## config.mk

```make
export PLATFORM = sky130hd
export DESIGN_NAME = irqsr_sync_ctrl
export DESIGN_NICKNAME = d
export VERILOG_FILES = /design/src/verilog/irqsr_edge_meas.v /design/src/verilog/irqsr_pin_route.v /design/src/verilog/irqsr_sync_ctrl.v
export VERILOG_INCLUDE_DIRS = /design/src /design/src/verilog
export SDC_FILE = /design/constraint.sdc
export NUM_CORES = 1
export LEC_CHECK = 0
export BUFFER_PORTS_ARGS = -buffer_cell sky130_fd_sc_hd__buf_2
export CORE_AREA = 3 3 136 164
export CTS_CLUSTER_DIAMETER = 120
export DETAILED_ROUTE_END_ITERATION = 10
export DIE_AREA = 0 0 139 167
export PLACE_DENSITY = 0.49
export SLEW_MARGIN = 10
export SYNTH_ARGS = -nofsm -noshare
export SYNTH_HDL_FRONTEND = slang
export SYNTH_SLANG_ARGS = --single-unit
```

## constraint.sdc

```tcl
create_clock -name pclk -period 7.5 [get_ports pclk]
set_clock_uncertainty 0.05 [all_clocks]
set_input_delay 1.5 -clock pclk [delete_from_list [all_inputs] [get_ports pclk]]
set_output_delay 1.5 -clock pclk [all_outputs]
set_load 0.05 [all_outputs]
```

## src/verilog/irqsr_regs.vh

```
// ----------------------------------------
// register map and timing of the sync block
// ----------------------------------------
`ifndef IRQSR_REGS_VH
`define IRQSR_REGS_VH

// byte offsets, index times four (printed offsets are not word aligned)
`define IRQSR_IDX_PIN_SEL 8'h2B
`define IRQSR_IDX_SUMMARY 8'h2C
`define IRQSR_IDX_SKIP 8'h36
`define IRQSR_IDX_JITTER 8'h39
`define IRQSR_IDX_MODE 8'h3A
`define IRQSR_IDX_ROT 8'h3B
`define IRQSR_ADDR_PIN_SEL 12'h0AC
`define IRQSR_ADDR_SUMMARY 12'h0B0
`define IRQSR_ADDR_SKIP 12'h0D8
`define IRQSR_ADDR_JITTER 12'h0E4
`define IRQSR_ADDR_MODE 12'h0E8
`define IRQSR_ADDR_ROT 12'h0EC
// own registers: latched events and enables
`define IRQSR_ADDR_EVT_STAT 12'h100
`define IRQSR_ADDR_EVT_EN 12'h104

// field positions
`define IRQSR_BIT_PLL_LOCK 0
`define IRQSR_BIT_PLL_LOST 1
`define IRQSR_BIT_DLL_LOCK 4
`define IRQSR_BIT_DLL_LOST 5
`define IRQSR_BIT_ONESHOT 1
`define IRQSR_BIT_ROT_DONE 4
`define IRQSR_BIT_OSC_RST 4
`define IRQSR_BIT_PERIODIC 5
`define IRQSR_BIT_RSVD6 6
`define IRQSR_BIT_SYNC_EN 7

// reset values
`define IRQSR_RST_PIN_SEL 6'h00
`define IRQSR_RST_SKIP 8'h00
`define IRQSR_RST_JITTER 7'h00
`define IRQSR_RST_ROT 8'hB0
`define IRQSR_RST_ROT_DONE 1'h1

// soft ramp hold count in pclk cycles
`define IRQSR_RAMP_CYCLES 4'h8

`endif

```

## src/verilog/irqsr_edge_meas.v

```verilog
`timescale 1ns/1ns
`default_nettype none
// ----------------------------------------
// timing pulse edge detector and period meter
// ----------------------------------------
module irqsr_edge_meas (
  // clock and reset
  input wire pclk,
  input wire presetn,
  // timing pulse input
  input wire sysref_in,
  // measurement
  output wire edge_pulse,
  output reg [15:0] period_r,
  output reg period_valid_r
);
  reg sysref_d_r; // previous level
  reg [15:0] cnt_r; // cycles since last edge
  reg seen_r; // one edge already seen

  assign edge_pulse = sysref_in & ~sysref_d_r;

  // count cycles between rising edges; first edge has no period yet
  always @(posedge pclk or negedge presetn) begin
    if (!presetn) begin
      sysref_d_r <= 1'b0;
      cnt_r <= 16'h0000;
      seen_r <= 1'b0;
      period_r <= 16'h0000;
      period_valid_r <= 1'b0;
    end else begin
      sysref_d_r <= sysref_in;
      period_valid_r <= 1'b0;
      if (edge_pulse) begin
        // period includes the edge cycle itself
        period_r <= cnt_r + 16'h0001;
        period_valid_r <= seen_r;
        seen_r <= 1'b1;
        cnt_r <= 16'h0000;
      end else if (cnt_r != 16'hFFFF) begin
        // saturate the count; an edge after saturation still reports period 0
        cnt_r <= cnt_r + 16'h0001;
      end
    end
  end
endmodule // irqsr_edge_meas
`default_nettype wire

```

## src/verilog/irqsr_pin_route.v

```verilog
`timescale 1ns/1ns
`default_nettype none
// ----------------------------------------
// steer latched events to the two pins
// ----------------------------------------
module irqsr_pin_route (
  // latched, enabled events
  input wire [3:0] evt_active,
  // pin select per event, 0 = pin a
  input wire [3:0] pin_sel,
  // pins
  output reg pin_a,
  output reg pin_b
);
  integer i;

  // each event feeds exactly one pin
  always @* begin
    pin_a = 1'b0;
    pin_b = 1'b0;
    for (i = 0; i < 4; i = i + 1) begin
      if (evt_active[i] && !pin_sel[i]) pin_a = 1'b1;
      if (evt_active[i] && pin_sel[i]) pin_b = 1'b1;
    end
  end
endmodule // irqsr_pin_route
`default_nettype wire

```

## src/verilog/irqsr_sync_ctrl.v

```verilog
`timescale 1ns/1ns
`default_nettype none
`include "irqsr_regs.vh"

// Behaviour
// - delay unlock event routed by select bit 5
// - delay locked event routed by select bit 4
// - phase unlock event routed by select bit 1
// - phase locked routed by bit 0, default pin a
// - summary bit is OR of latched loop events
// - writing one to summary clears all latched loop events, not the jitter flag
// - ignore counted timing edges before syncing
// - jitter above tolerance raises an interrupt
// - monitor mode flags edges outside window
// - one-shot aligns on the first edge after the skipped ones, then monitors
// - rotation done flag, reads one after reset
// - rotation resets links and/or ramps datapath
// - optional oscillator reset after rotation or reset
module irqsr_sync_ctrl (
  // clock and reset
  input wire pclk,
  input wire presetn,
  // apb slave
  input wire psel,
  input wire penable,
  input wire pwrite,
  input wire [11:0] paddr,
  input wire [31:0] pwdata,
  output wire pready,
  output reg [31:0] prdata,
  output wire pslverr,
  // loop lock events, one-cycle pulses
  input wire pll_lock_evt,
  input wire pll_lost_evt,
  input wire dll_lock_evt,
  input wire dll_lost_evt,
  // timing pulse from the clock generator
  input wire sysref_in,
  // interrupt pins
  output wire interrupt_pin_a,
  output wire interrupt_pin_b,
  // rotation actions
  output reg link_clk_reset_r,
  output reg datapath_ramp_off_r,
  output reg osc_reset_r,
  // interrupt from jitter status, gated by its mask
  output wire irq
);
  // ----------------------------------------
  // states of the alignment sequencer
  // ----------------------------------------
  localparam [3:0] ST_MON = 4'b0001; // monitoring only
  localparam [3:0] ST_SKIP = 4'b0010; // one-shot armed, counting edges
  localparam [3:0] ST_ROT = 4'b0100; // rotation in progress
  localparam [3:0] ST_POST = 4'b1000; // finishing up

  // ----------------------------------------
  // registers
  // ----------------------------------------
  reg [5:0] pin_sel_r; // bits 5,4,1,0 used; 3:2 plain storage
  reg [7:0] skip_count_r; // pulse_skip_count
  reg [6:0] jitter_tol_r; // pulse_jitter_tolerance
  reg single_align_enable_r; // one-shot arm bit
  reg mode_rsvd0_r; // reserved r/w bit 0
  reg rot_done_r; // rotation complete
  reg [7:0] rot_ctrl_r; // align_rotation_control
  reg [3:0] evt_stat_r; // latched loop events
  reg [3:0] evt_en_r; // event enables
  reg jitter_stat_r; // pulse_jitter_event sticky
  reg jitter_mask_r; // mask for irq
  reg [3:0] state_r; // sequencer state
  reg [7:0] skip_left_r; // edges still to ignore
  reg [3:0] ramp_cnt_r; // action hold counter
  reg reset_seen_r; // one cycle after reset release

  // edge measurement
  wire edge_pulse;
  wire [15:0] period;
  wire period_valid;
  reg [15:0] ref_period_r; // reference edge spacing
  reg ref_valid_r;

  // ----------------------------------------
  // bus decode
  // ----------------------------------------
  // writes land at the access edge only; the setup cycle changes only prdata, on reads
  wire wr_en = psel & penable & pwrite;
  wire [3:0] evt_in = {dll_lost_evt, dll_lock_evt, pll_lost_evt, pll_lock_evt};
  wire [3:0] pin_sel4 = {pin_sel_r[`IRQSR_BIT_DLL_LOST], pin_sel_r[`IRQSR_BIT_DLL_LOCK],
                         pin_sel_r[`IRQSR_BIT_PLL_LOST], pin_sel_r[`IRQSR_BIT_PLL_LOCK]};
  wire summary = |evt_stat_r;

  // decode used by write and read paths
  function is_addr;
    input [11:0] a;
    input [11:0] b;
    begin
      is_addr = (a[11:2] == b[11:2]);
    end
  endfunction

  wire clr_all = wr_en & is_addr(paddr, `IRQSR_ADDR_SUMMARY) & pwdata[0];
  wire mapped = is_addr(paddr, `IRQSR_ADDR_PIN_SEL) | is_addr(paddr, `IRQSR_ADDR_SUMMARY) |
                is_addr(paddr, `IRQSR_ADDR_SKIP) | is_addr(paddr, `IRQSR_ADDR_JITTER) |
                is_addr(paddr, `IRQSR_ADDR_MODE) | is_addr(paddr, `IRQSR_ADDR_ROT) |
                is_addr(paddr, `IRQSR_ADDR_EVT_STAT) | is_addr(paddr, `IRQSR_ADDR_EVT_EN);

  // zero wait states; unmapped addresses answer with an error
  assign pready = 1'b1;
  assign pslverr = psel & penable & ~mapped;
  // the error rides the access phase, so the master sees it together with pready

  // jitter: deviation of this spacing from the reference
  // absolute difference; after a saturated count the period wraps to 0
  wire [15:0] dev = (period > ref_period_r) ? (period - ref_period_r) : (ref_period_r - period);
  wire jitter_hit = period_valid & ref_valid_r & (dev > {9'h000, jitter_tol_r});

  // ----------------------------------------
  // register writes
  // ----------------------------------------
  always @(posedge pclk or negedge presetn) begin
    if (!presetn) begin
      pin_sel_r <= `IRQSR_RST_PIN_SEL; // pin a after reset
      skip_count_r <= `IRQSR_RST_SKIP;
      jitter_tol_r <= `IRQSR_RST_JITTER;
      mode_rsvd0_r <= 1'b0;
      rot_ctrl_r <= `IRQSR_RST_ROT;
      evt_en_r <= 4'h0;
      jitter_mask_r <= 1'b0;
    end else if (wr_en) begin
      if (is_addr(paddr, `IRQSR_ADDR_PIN_SEL)) pin_sel_r <= pwdata[5:0];
      if (is_addr(paddr, `IRQSR_ADDR_SKIP)) skip_count_r <= pwdata[7:0];
      if (is_addr(paddr, `IRQSR_ADDR_JITTER)) jitter_tol_r <= pwdata[6:0];
      if (is_addr(paddr, `IRQSR_ADDR_MODE)) mode_rsvd0_r <= pwdata[0];
      // bits 3:2 reserved read-only zero; software sets 7:4 and 1:0
      if (is_addr(paddr, `IRQSR_ADDR_ROT)) rot_ctrl_r <= {pwdata[7:4], 2'b00, pwdata[1:0]};
      if (is_addr(paddr, `IRQSR_ADDR_EVT_EN)) begin
        evt_en_r <= pwdata[3:0];
        jitter_mask_r <= pwdata[8];
      end
    end
  end

  // ----------------------------------------
  // latched events, set wins over clear
  // ----------------------------------------
  always @(posedge pclk or negedge presetn) begin
    if (!presetn) begin
      evt_stat_r <= 4'h0;
      jitter_stat_r <= 1'b0;
    end else begin
      // summary write one clears all, own write-one-clear per bit too
      // an event arriving in the clearing cycle survives, so none is lost
      if (clr_all) evt_stat_r <= evt_in & evt_en_r;
      else if (wr_en && is_addr(paddr, `IRQSR_ADDR_EVT_STAT))
        evt_stat_r <= (evt_stat_r & ~pwdata[3:0]) | (evt_in & evt_en_r);
      else
        evt_stat_r <= evt_stat_r | (evt_in & evt_en_r);
      // jitter flag only in monitor mode
      if (jitter_hit && state_r == ST_MON) jitter_stat_r <= 1'b1;
      else if (wr_en && is_addr(paddr, `IRQSR_ADDR_EVT_STAT) && pwdata[8]) jitter_stat_r <= 1'b0;
    end
  end

  // ----------------------------------------
  // reference edge spacing
  // ----------------------------------------
  always @(posedge pclk or negedge presetn) begin
    if (!presetn) begin
      ref_period_r <= 16'h0000;
      ref_valid_r <= 1'b0;
    end else if (period_valid && !ref_valid_r) begin
      // first full period becomes the reference
      // never refreshed: a deliberate rate change reads as jitter until reset
      ref_period_r <= period;
      ref_valid_r <= 1'b1;
    end
  end

  // ----------------------------------------
  // alignment sequencer
  // ----------------------------------------
  // arming is ignored while the align logic enable is clear
  wire arm = wr_en & is_addr(paddr, `IRQSR_ADDR_MODE) & pwdata[`IRQSR_BIT_ONESHOT];
  wire sync_en = rot_ctrl_r[`IRQSR_BIT_SYNC_EN];

  always @(posedge pclk or negedge presetn) begin
    if (!presetn) begin
      state_r <= ST_MON;
      single_align_enable_r <= 1'b0;
      rot_done_r <= `IRQSR_RST_ROT_DONE;
      skip_left_r <= 8'h00;
      ramp_cnt_r <= 4'h0;
      link_clk_reset_r <= 1'b0;
      datapath_ramp_off_r <= 1'b0;
      osc_reset_r <= 1'b0;
      reset_seen_r <= 1'b0;
    end else begin
      reset_seen_r <= 1'b1;
      osc_reset_r <= 1'b0;
      // oscillators reset once after a digital reset
      if (!reset_seen_r && rot_ctrl_r[`IRQSR_BIT_OSC_RST]) osc_reset_r <= 1'b1;
      case (state_r)
        ST_MON: begin
          if (arm && sync_en) begin
            // armed: drop done flag and load the skip count
            state_r <= ST_SKIP;
            single_align_enable_r <= 1'b1;
            rot_done_r <= 1'b0;
            skip_left_r <= skip_count_r;
          end
        end
        ST_SKIP: begin
          if (edge_pulse) begin
            // a skip count of zero rotates on the very first edge after arming
            if (skip_left_r != 8'h00) begin
              skip_left_r <= skip_left_r - 8'h01; // ignore this edge
            end else begin
              // rotate on this edge with the selected actions
              state_r <= ST_ROT;
              link_clk_reset_r <= rot_ctrl_r[0];
              datapath_ramp_off_r <= rot_ctrl_r[1];
              ramp_cnt_r <= `IRQSR_RAMP_CYCLES;
            end
          end
        end
        ST_ROT: begin
          // hold the actions for a fixed time, then release them
          // the fixed hold gives the lanes time to settle before links restart
          if (ramp_cnt_r != 4'h0) begin
            ramp_cnt_r <= ramp_cnt_r - 4'h1;
          end else begin
            link_clk_reset_r <= 1'b0;
            datapath_ramp_off_r <= 1'b0;
            state_r <= ST_POST;
          end
        end
        ST_POST: begin
          // done, back to monitor by itself
          rot_done_r <= 1'b1;
          single_align_enable_r <= 1'b0;
          if (rot_ctrl_r[`IRQSR_BIT_OSC_RST]) osc_reset_r <= 1'b1;
          state_r <= ST_MON;
        end
        default: begin
          state_r <= ST_MON;
        end
      endcase
    end
  end

  // ----------------------------------------
  // read mux, registered data
  // ----------------------------------------
  always @(posedge pclk or negedge presetn) begin
    if (!presetn) begin
      prdata <= 32'h00000000;
    end else if (psel && !penable && !pwrite) begin
      // sampled in the setup cycle, valid for the access edge
      // unmapped addresses and unused bits read as zero; reserved mode bit 0 and rotation bit 6 read back
      prdata <= 32'h00000000;
      if (is_addr(paddr, `IRQSR_ADDR_PIN_SEL)) prdata <= {26'h0000000, pin_sel_r};
      if (is_addr(paddr, `IRQSR_ADDR_SUMMARY)) prdata <= {31'h00000000, summary};
      if (is_addr(paddr, `IRQSR_ADDR_SKIP)) prdata <= {24'h000000, skip_count_r};
      if (is_addr(paddr, `IRQSR_ADDR_JITTER)) prdata <= {25'h0000000, jitter_tol_r};
      if (is_addr(paddr, `IRQSR_ADDR_MODE))
        prdata <= {27'h0000000, rot_done_r, 2'b00, single_align_enable_r, mode_rsvd0_r};
      if (is_addr(paddr, `IRQSR_ADDR_ROT)) prdata <= {24'h000000, rot_ctrl_r};
      if (is_addr(paddr, `IRQSR_ADDR_EVT_STAT)) prdata <= {23'h000000, jitter_stat_r, 4'h0, evt_stat_r};
      if (is_addr(paddr, `IRQSR_ADDR_EVT_EN)) prdata <= {23'h000000, jitter_mask_r, 4'h0, evt_en_r};
    end
  end

  // level output; stays high until software clears the jitter status bit or its mask bit
  assign irq = jitter_stat_r & jitter_mask_r;

  // ----------------------------------------
  // submodules
  // ----------------------------------------
  irqsr_edge_meas u_meas (
    .pclk(pclk),
    .presetn(presetn),
    .sysref_in(sysref_in),
    .edge_pulse(edge_pulse),
    .period_r(period),
    .period_valid_r(period_valid)
  );

  // pins follow latched events and selects
  irqsr_pin_route u_route (
    .evt_active(evt_stat_r & evt_en_r),
    .pin_sel(pin_sel4),
    .pin_a(interrupt_pin_a),
    .pin_b(interrupt_pin_b)
  );
endmodule // irqsr_sync_ctrl
`default_nettype wire

```

==> impl_metrics.py, run 1 <==
metrics = {
    "cells_and_area": {
        "finalNetCount": 909,
        "final_common_cell": "dfrtp_1",
        "layout_common_cells": "dfrtp_1, nand2_1, o21ai_0",
        "drive_gt1_share_pct": 16.0,
        "finish.utilization_pct": 39.6,
        "n_antenna_cell": 0,
        "area_delta_synth_final_pct": 14.0,
    },
    "global_route": {
        "antenna_found_initial": 0,
        "grt_max_degree": 72,
        "overflow": 0,
        "grt_pass1_vias": 5560,
        "grt_usage_pct": 14.9,
        "grt_pass1_wl_um": 28300,
    },
    "setup_path": {
        "worstPathRequired_ns": 5.95,
        "cpPeakStageDelay_ns": 0.58,
        "end_kind": "primary output",
        "start_kind": "primary input",
        "cp_slowest_cell": "nor2_1",
        "crit_chain": "buf_2 > nor3_1 > nand3_1 > nor2_1 > or4_1 > nor2_1 > buf_2",
        "critPathKind": "primary input to primary output",
        "worstPathArrival_ns": 3.28,
        "crit_fanout": 8,
    },
    "outcome": {
        "outcome": "completed",
    },
    "hold_path": {
        "hp-class": "flop to flop",
    },
    "sta": {
        "rsz0062_at_grt": "no",
        "tns_ns": 0,
        "worst_pin_slew_ns": 1.04,
        "finalSetupViolations": 0,
        "relSlewSlack_pct": 29.8,
        "min_period_ns": 4.83,
        "finalCritPeriodShare_pct": 64.4,
        "timing.final.max_slew_violations": 0,
        "fin_ws_ns": 2.67,
        "hold_viol": 0,
        "fmax_ghz": 0.207,
    },
    "cts": {
        "h-tree-depth": 4,
        "clkSlewWorstSetupHoldPaths_ns": 0.06,
        "cts_sinks": 121,
        "cts_buffers": 17,
        "cts_tree": "built",
        "clk_path_buf_depth": 2,
        "postCtsSetupRepairBufs": 0,
        "insertion_delay_ns": 0.41,
        "cts_resized": 0,
        "ctsHoldBuffers": 0,
        "root_buffer": "clkbuf_16",
    },
    "die": {
        "rows": 58,
        "io_pins": 94,
        "coreArea_mm2": 0.0209,
        "start_util_pct": 34.7,
        "die_h_um": 167,
        "chipWidth_um": 139,
        "dieArea_mm2": 0.0232,
    },
    "route": {
        "vias_per_cell": 5.06,
        "drtIter0Drc": 398,
        "wl_per_cell_um": 15.5,
        "vias": 5532,
        "drc": 0,
        "routed_wl_um": 16900,
        "ant_nets": 0,
        "first_pass_iters": 5,
    },
    "logic_synthesis": {
        "yosysUniqueCellTypes": 76,
        "synth.top_cells.by_area": "dfrtp_1, ha_1, o21ai_0",
        "synth.cell_area_mm2": 0.00725,
        "synth_top_cell_by_area": "dfrtp_1",
        "synth_cells": 772,
        "ys_ff_latch": 121,
        "synth-main-ff-cell": "dfrtp_1",
        "synth_warnings": 0,
        "async_flop_share_pct": 100,
        "synth_enable_flop_cells": 0,
        "yosys.area.top_type_share_pct": 40.0,
        "syn_area_per_cell_um2": 9.39,
        "ys_seq_area_share_pct": 41.8,
    },
    "placement": {
        "post-place-ws_ns": 2.77,
        "dp_hpwl_um": 12500,
        "routabilityCongestion": 0.835,
        "port_buffers": 44,
    },
    "pwr": {
        "p_leak_uw": 0.00376,
        "vdd_drop_max_mv": 0.185,
        "power.total_uw": 2400,
        "p_per_area_mw_per_mm2": 290,
    },
    "run": {
        "maxCapViolations": 0,
    },
}
==> layout make-up <==
class                      instances  area (um2)
clock buffer                      17         425
fill                            2138       12600
timing repair buffer              49         260
sequential                       121        3030
clock inverter                    15         239
tap                              270         338
multi-input combinational        569        3770
inverter                          53         199
==> report_power, final <==
part	total, uW	switching, uW	internal [uW]
sequential	728	35.3	693
combinational	750	446	304
clock	919	321	598
total	2400	803	1590
==> cells by family after synthesis <==
family	synth area share [%]
AO/OA/AOI/OAI	18.4
XOR/XNOR	3.50
adder cells (fa/ha/maj)	7.80
buffers and inverters	7.32
flip-flops	41.8
multiplexers	5.49
other	0.104
AND/OR/NAND/NOR	15.5
==> metrics by stage <==
step	instance area, um2	hold WS, ns	instances
after detailed placement	7600	0.369	1062
after floorplan	7340	0.354	795
after global routing	8270	0.411	1094
after CTS	8270	0.376	1094
after global placement	7600	0.368	1062
final	8270	0.371	1094
==> cell usage after synthesis, types with 4 or more instances <==
cell type and n:
and2_1 5, o22ai_1 6, nand3b_1 4, a31oi_1 11, dfstp_2 5, a21oi_1 40, xor2_1 10, clkbuf_1 18
nand3_1 19, nor2b_1 8, mux2i_1 6, nor2_1 46, xnor2_1 19, buf_4 24, a222oi_1 7, ha_1 42
o21ai_0 71, nand4_1 10, a22oi_1 7, nand2b_1 6, mux2_2 29, buf_6 4, nand2_1 82, inv_1 52
buf_2 5, a21o_1 10, dfrtp_1 116, and3_1 7, nor3_1 16, a32o_1 5, a211oi_1 6
==> registers in the layout, indices dropped and copies added (netlist names), 4 cells and up <==
register and cells:
rot_ctrl_r 6, prdata 9, skip_count_r 8, evt_stat_r 4
ramp_cnt_r 4, evt_en_r 4, u_meas.period_r 16, skip_left_r 8
pin_sel_r 6, u_meas.cnt_r 16, ref_period_r 16, jitter_tol_r 7
state_r 4
==> routing by layer <==
layer / up-vias / GRT usage (%) / wire (um)
met5: - / 0 / 0
met1: 2645 / 19.3 / 7930
met2: 89 / 25.4 / 8340
li1: 2787 / - / -
met3: 11 / 3.02 / 492
met4: 0 / 3.83 / 170
==> worst max-delay path: cells and delay by family <==
| family | cells | cell delay [ns] |
|---|---|---|
| and+or+nand+nor | 5 | 1.47 |
| buffers and inverters | 2 | 0.30 |
==> final timing paths <==
kind	from	endpoint	slack, ns	cells after the start
setup / recovery	paddr[11]	pslverr	2.67	7
hold / removal	reset_seen_r$_DFF_PN0_	osc_reset_r$_DFF_PN0_	0.37	1
hold reg to reg	reset_seen_r$_DFF_PN0_	osc_reset_r$_DFF_PN0_	0.37	1
min in group asynchronous	presetn	ramp_cnt_r[2]$_DFFE_PN0P_	1.06	1
setup reg to reg	u_meas.period_r[11]$_DFFE_PN0P_	jitter_stat_r$_DFFE_PN0P_	2.92	17
max in group asynchronous	presetn	skip_count_r[3]$_DFFE_PN0P_	4.97	2
No activity file was read; power rests on OpenSTA's default activity.
==> run 2, diff against run 1 <==
==> constraint.sdc (replaced) <==
create_clock -name pclk -period 4.8 [get_ports pclk]
set_clock_uncertainty 0.05 [all_clocks]
set_input_delay 0.96 -clock pclk [delete_from_list [all_inputs] [get_ports pclk]]
set_output_delay 0.96 -clock pclk [all_outputs]
set_load 0.05 [all_outputs]
==> run 2 against run 1 <==
Combinational power increased by 59%. Via count increased by 0.43%. Non-clock buffer count increased by 10. Sequential cell count unchanged. Die area unchanged. Sequential power increased by 57%. Routed wire length increased by 1.1%. Highest routed layer unchanged.
==> impl_metrics.py, run 2 (synthesized netlist as in run 1, its figures left out) <==
metrics = {
    "outcome": {
        "outcome": "completed",
    },
    "cts": {
        "cts_tree": "built",
        "h-tree-depth": 4,
        "cts_buffers": 17,
        "ctsHoldBuffers": 0,
        "cts_sinks": 121,
        "root_buffer": "clkbuf_16",
        "clk_path_buf_depth": 2,
        "clkSlewWorstSetupHoldPaths_ns": 0.06,
        "insertion_delay_ns": 0.42,
    },
    "cells_and_area": {
        "n_antenna_cell": 0,
        "drive_gt1_share_pct": 17.1,
        "finalNetCount": 919,
        "final_common_cell": "dfrtp_1",
        "area_delta_synth_final_pct": 14.7,
        "reg.largest.list": "ref_period_r x16, u_meas.cnt_r x16, u_meas.period_r x16",
        "layout_common_cells": "dfrtp_1, nand2_1, o21ai_0",
    },
    "die": {
        "dieArea_mm2": 0.0232,
        "coreArea_mm2": 0.0209,
        "chipWidth_um": 139,
        "io_pins": 94,
        "die_h_um": 167,
        "rows": 58,
        "start_util_pct": 34.7,
    },
    "route": {
        "routed_wl_um": 17100,
        "wl_per_cell_um": 15.5,
        "drtIter0Drc": 389,
        "ant_nets": 0,
        "vias": 5556,
        "drc": 0,
        "first_pass_iters": 5,
        "vias_per_cell": 5.03,
    },
    "sta": {
        "timing.final.max_slew_violations": 0,
        "rsz0062_at_grt": "no",
        "hold_viol": 0,
        "worst_pin_slew_ns": 1.08,
        "finalSetupViolations": 0,
        "min_period_ns": 4.34,
        "tns_ns": 0,
        "fin_ws_ns": 0.457,
        "finalCritPeriodShare_pct": 90.5,
        "relSlewSlack_pct": 28.2,
        "fmax_ghz": 0.230,
    },
    "hold_path": {
        "hp-class": "flop to flop",
        "holdPathEnd": "osc_reset_r$_DFF_PN0_",
        "hp-start": "reset_seen_r$_DFF_PN0_",
        "hold_depth": 1,
    },
    "setup_path": {
        "critPathKind": "flop to flop",
        "cpPeakStageDelay_ns": 0.43,
        "r2r_setup_slack_ns": 0.46,
        "crit_fanout": 10,
        "crit_chain": "inv_1 > ha_1 > nand4_1 > or3_4 > o21bai_4 > a21oi_4 > mux2_2 > ha_1 > nor2b_1 > o21ai_0 > nand2b_1 > a21oi_1 > nor2_1 > a2111oi_0 > o21ai_0 > a2111oi_2 > a31oi_1",
        "worstPathArrival_ns": 4.58,
        "start_kind": "flop",
        "cp_slowest_cell": "or3_4",
        "critical-path-top-delay-family": "compound AO/OA/AOI/OAI gates",
        "r2r_start": "u_meas.period_r[14]$_DFFE_PN0P_",
        "r2r_end": "jitter_stat_r$_DFFE_PN0P_",
        "worstPathRequired_ns": 5.04,
        "reg2regPathDepth": 17,
        "cp_num_buf_inv": 1,
        "end_kind": "flop",
    },
    "global_route": {
        "grt_usage_pct": 15.3,
        "grt_max_degree": 66,
        "overflow": 0,
        "grt_pass1_wl_um": 28700,
        "grt_pass1_vias": 5483,
        "antenna_found_initial": 0,
    },
    "run": {
        "maxCapViolations": 0,
    },
    "placement": {
        "routabilityCongestion": 0.836,
        "post-place-ws_ns": 0.436,
        "dp_hpwl_um": 12700,
        "port_buffers": 44,
    },
    "pwr": {
        "vdd_drop_max_mv": 0.260,
        "p_per_area_mw_per_mm2": 445,
        "p_leak_uw": 0.00378,
    },
}
-- run 2: cell count changes in the layout (fill, tap and decap cells not counted), sizes merged --
cell / delta
clkinv: -1
inv: -2
buf: +10
bufinv: -1
clkinvlp: +4
-- run 2: metal layers --
layer | GRT usage, % | wire length [um] | vias to the layer above
li1 | - | - | 2798
met1 | 20.2 | 7930 | 2640
met2 | 25.0 | 8270 | 98
met3 | 3.33 | 631 | 20
met4 | 4.77 | 284 | 0
met5 | 0 | 0 | -
-- run 2: final cells by class --
| class | count | area, um2 |
|---|---|---|
| clock buffers | 17 | 425 |
| clock inverters | 15 | 199 |
| fillers | 2074 | 12600 |
| inverters | 53 | 199 |
| multi-input cells | 569 | 3770 |
| flip-flops and latches | 121 | 3030 |
| well taps | 270 | 338 |
| repair buffers | 59 | 348 |
-- run 2: power by group --
part           switching (uW)  leakage, uW  total [uW]  internal, uW
clock                     501     0.000292        1370           869
combinational             701      0.00193        1190           492
sequential               53.5      0.00156        1140          1080
total                    1260      0.00378        3700          2440
-- run 2: per-stage QoR --
stage	total power (uW)	hold WS [ns]	cell area [um2]	util [%]	cells
floorplan	2100	0.354	7340	-	795
global placement	2350	0.365	7690	36.8	1072
detailed placement	2350	0.369	7690	36.8	1072
CTS	3750	0.377	8320	39.8	1104
global route	3950	0.421	8320	39.8	1104
finish	3700	0.373	8320	39.8	1104
-- run 2: timing repair --
action / 4_1_cts / 5_1_grt
setup buffers: 0 / 0
gates resized for setup: 0 / 1
setup endpoints to repair: 0 / 1
-- run 2: worst max path at each step --
stage                               startpoint                   endpoint  slack (ns)  cells after the start
2_1_floorplan  u_meas.period_r[13]$_DFFE_PN0P_  jitter_stat_r$_DFFE_PN0P_        0.77                     19
3_3_place_gp   u_meas.period_r[14]$_DFFE_PN0P_  jitter_stat_r$_DFFE_PN0P_        0.46                     18
6_report       u_meas.period_r[14]$_DFFE_PN0P_  jitter_stat_r$_DFFE_PN0P_        0.46                     17
3_5_place_dp   u_meas.period_r[14]$_DFFE_PN0P_  jitter_stat_r$_DFFE_PN0P_        0.44                     17
5_1_grt        u_meas.period_r[14]$_DFFE_PN0P_  jitter_stat_r$_DFFE_PN0P_        0.04                     18
4_1_cts        u_meas.period_r[14]$_DFFE_PN0P_  jitter_stat_r$_DFFE_PN0P_        0.39                     17
-- run 2: worst register-to-register path: stages, from the launching register on --
cell and delay [ns]:
dfrtp_1 0.37, inv_1 0.06, ha_1 0.39, nand4_1 0.18
or3_4 0.43, o21bai_4 0.20, a21oi_4 0.33, mux2_2 0.39
ha_1 0.29, nor2b_1 0.13, o21ai_0 0.14, nand2b_1 0.08
a21oi_1 0.15, nor2_1 0.06, a2111oi_0 0.36, o21ai_0 0.21
a2111oi_2 0.30, a31oi_1 0.11
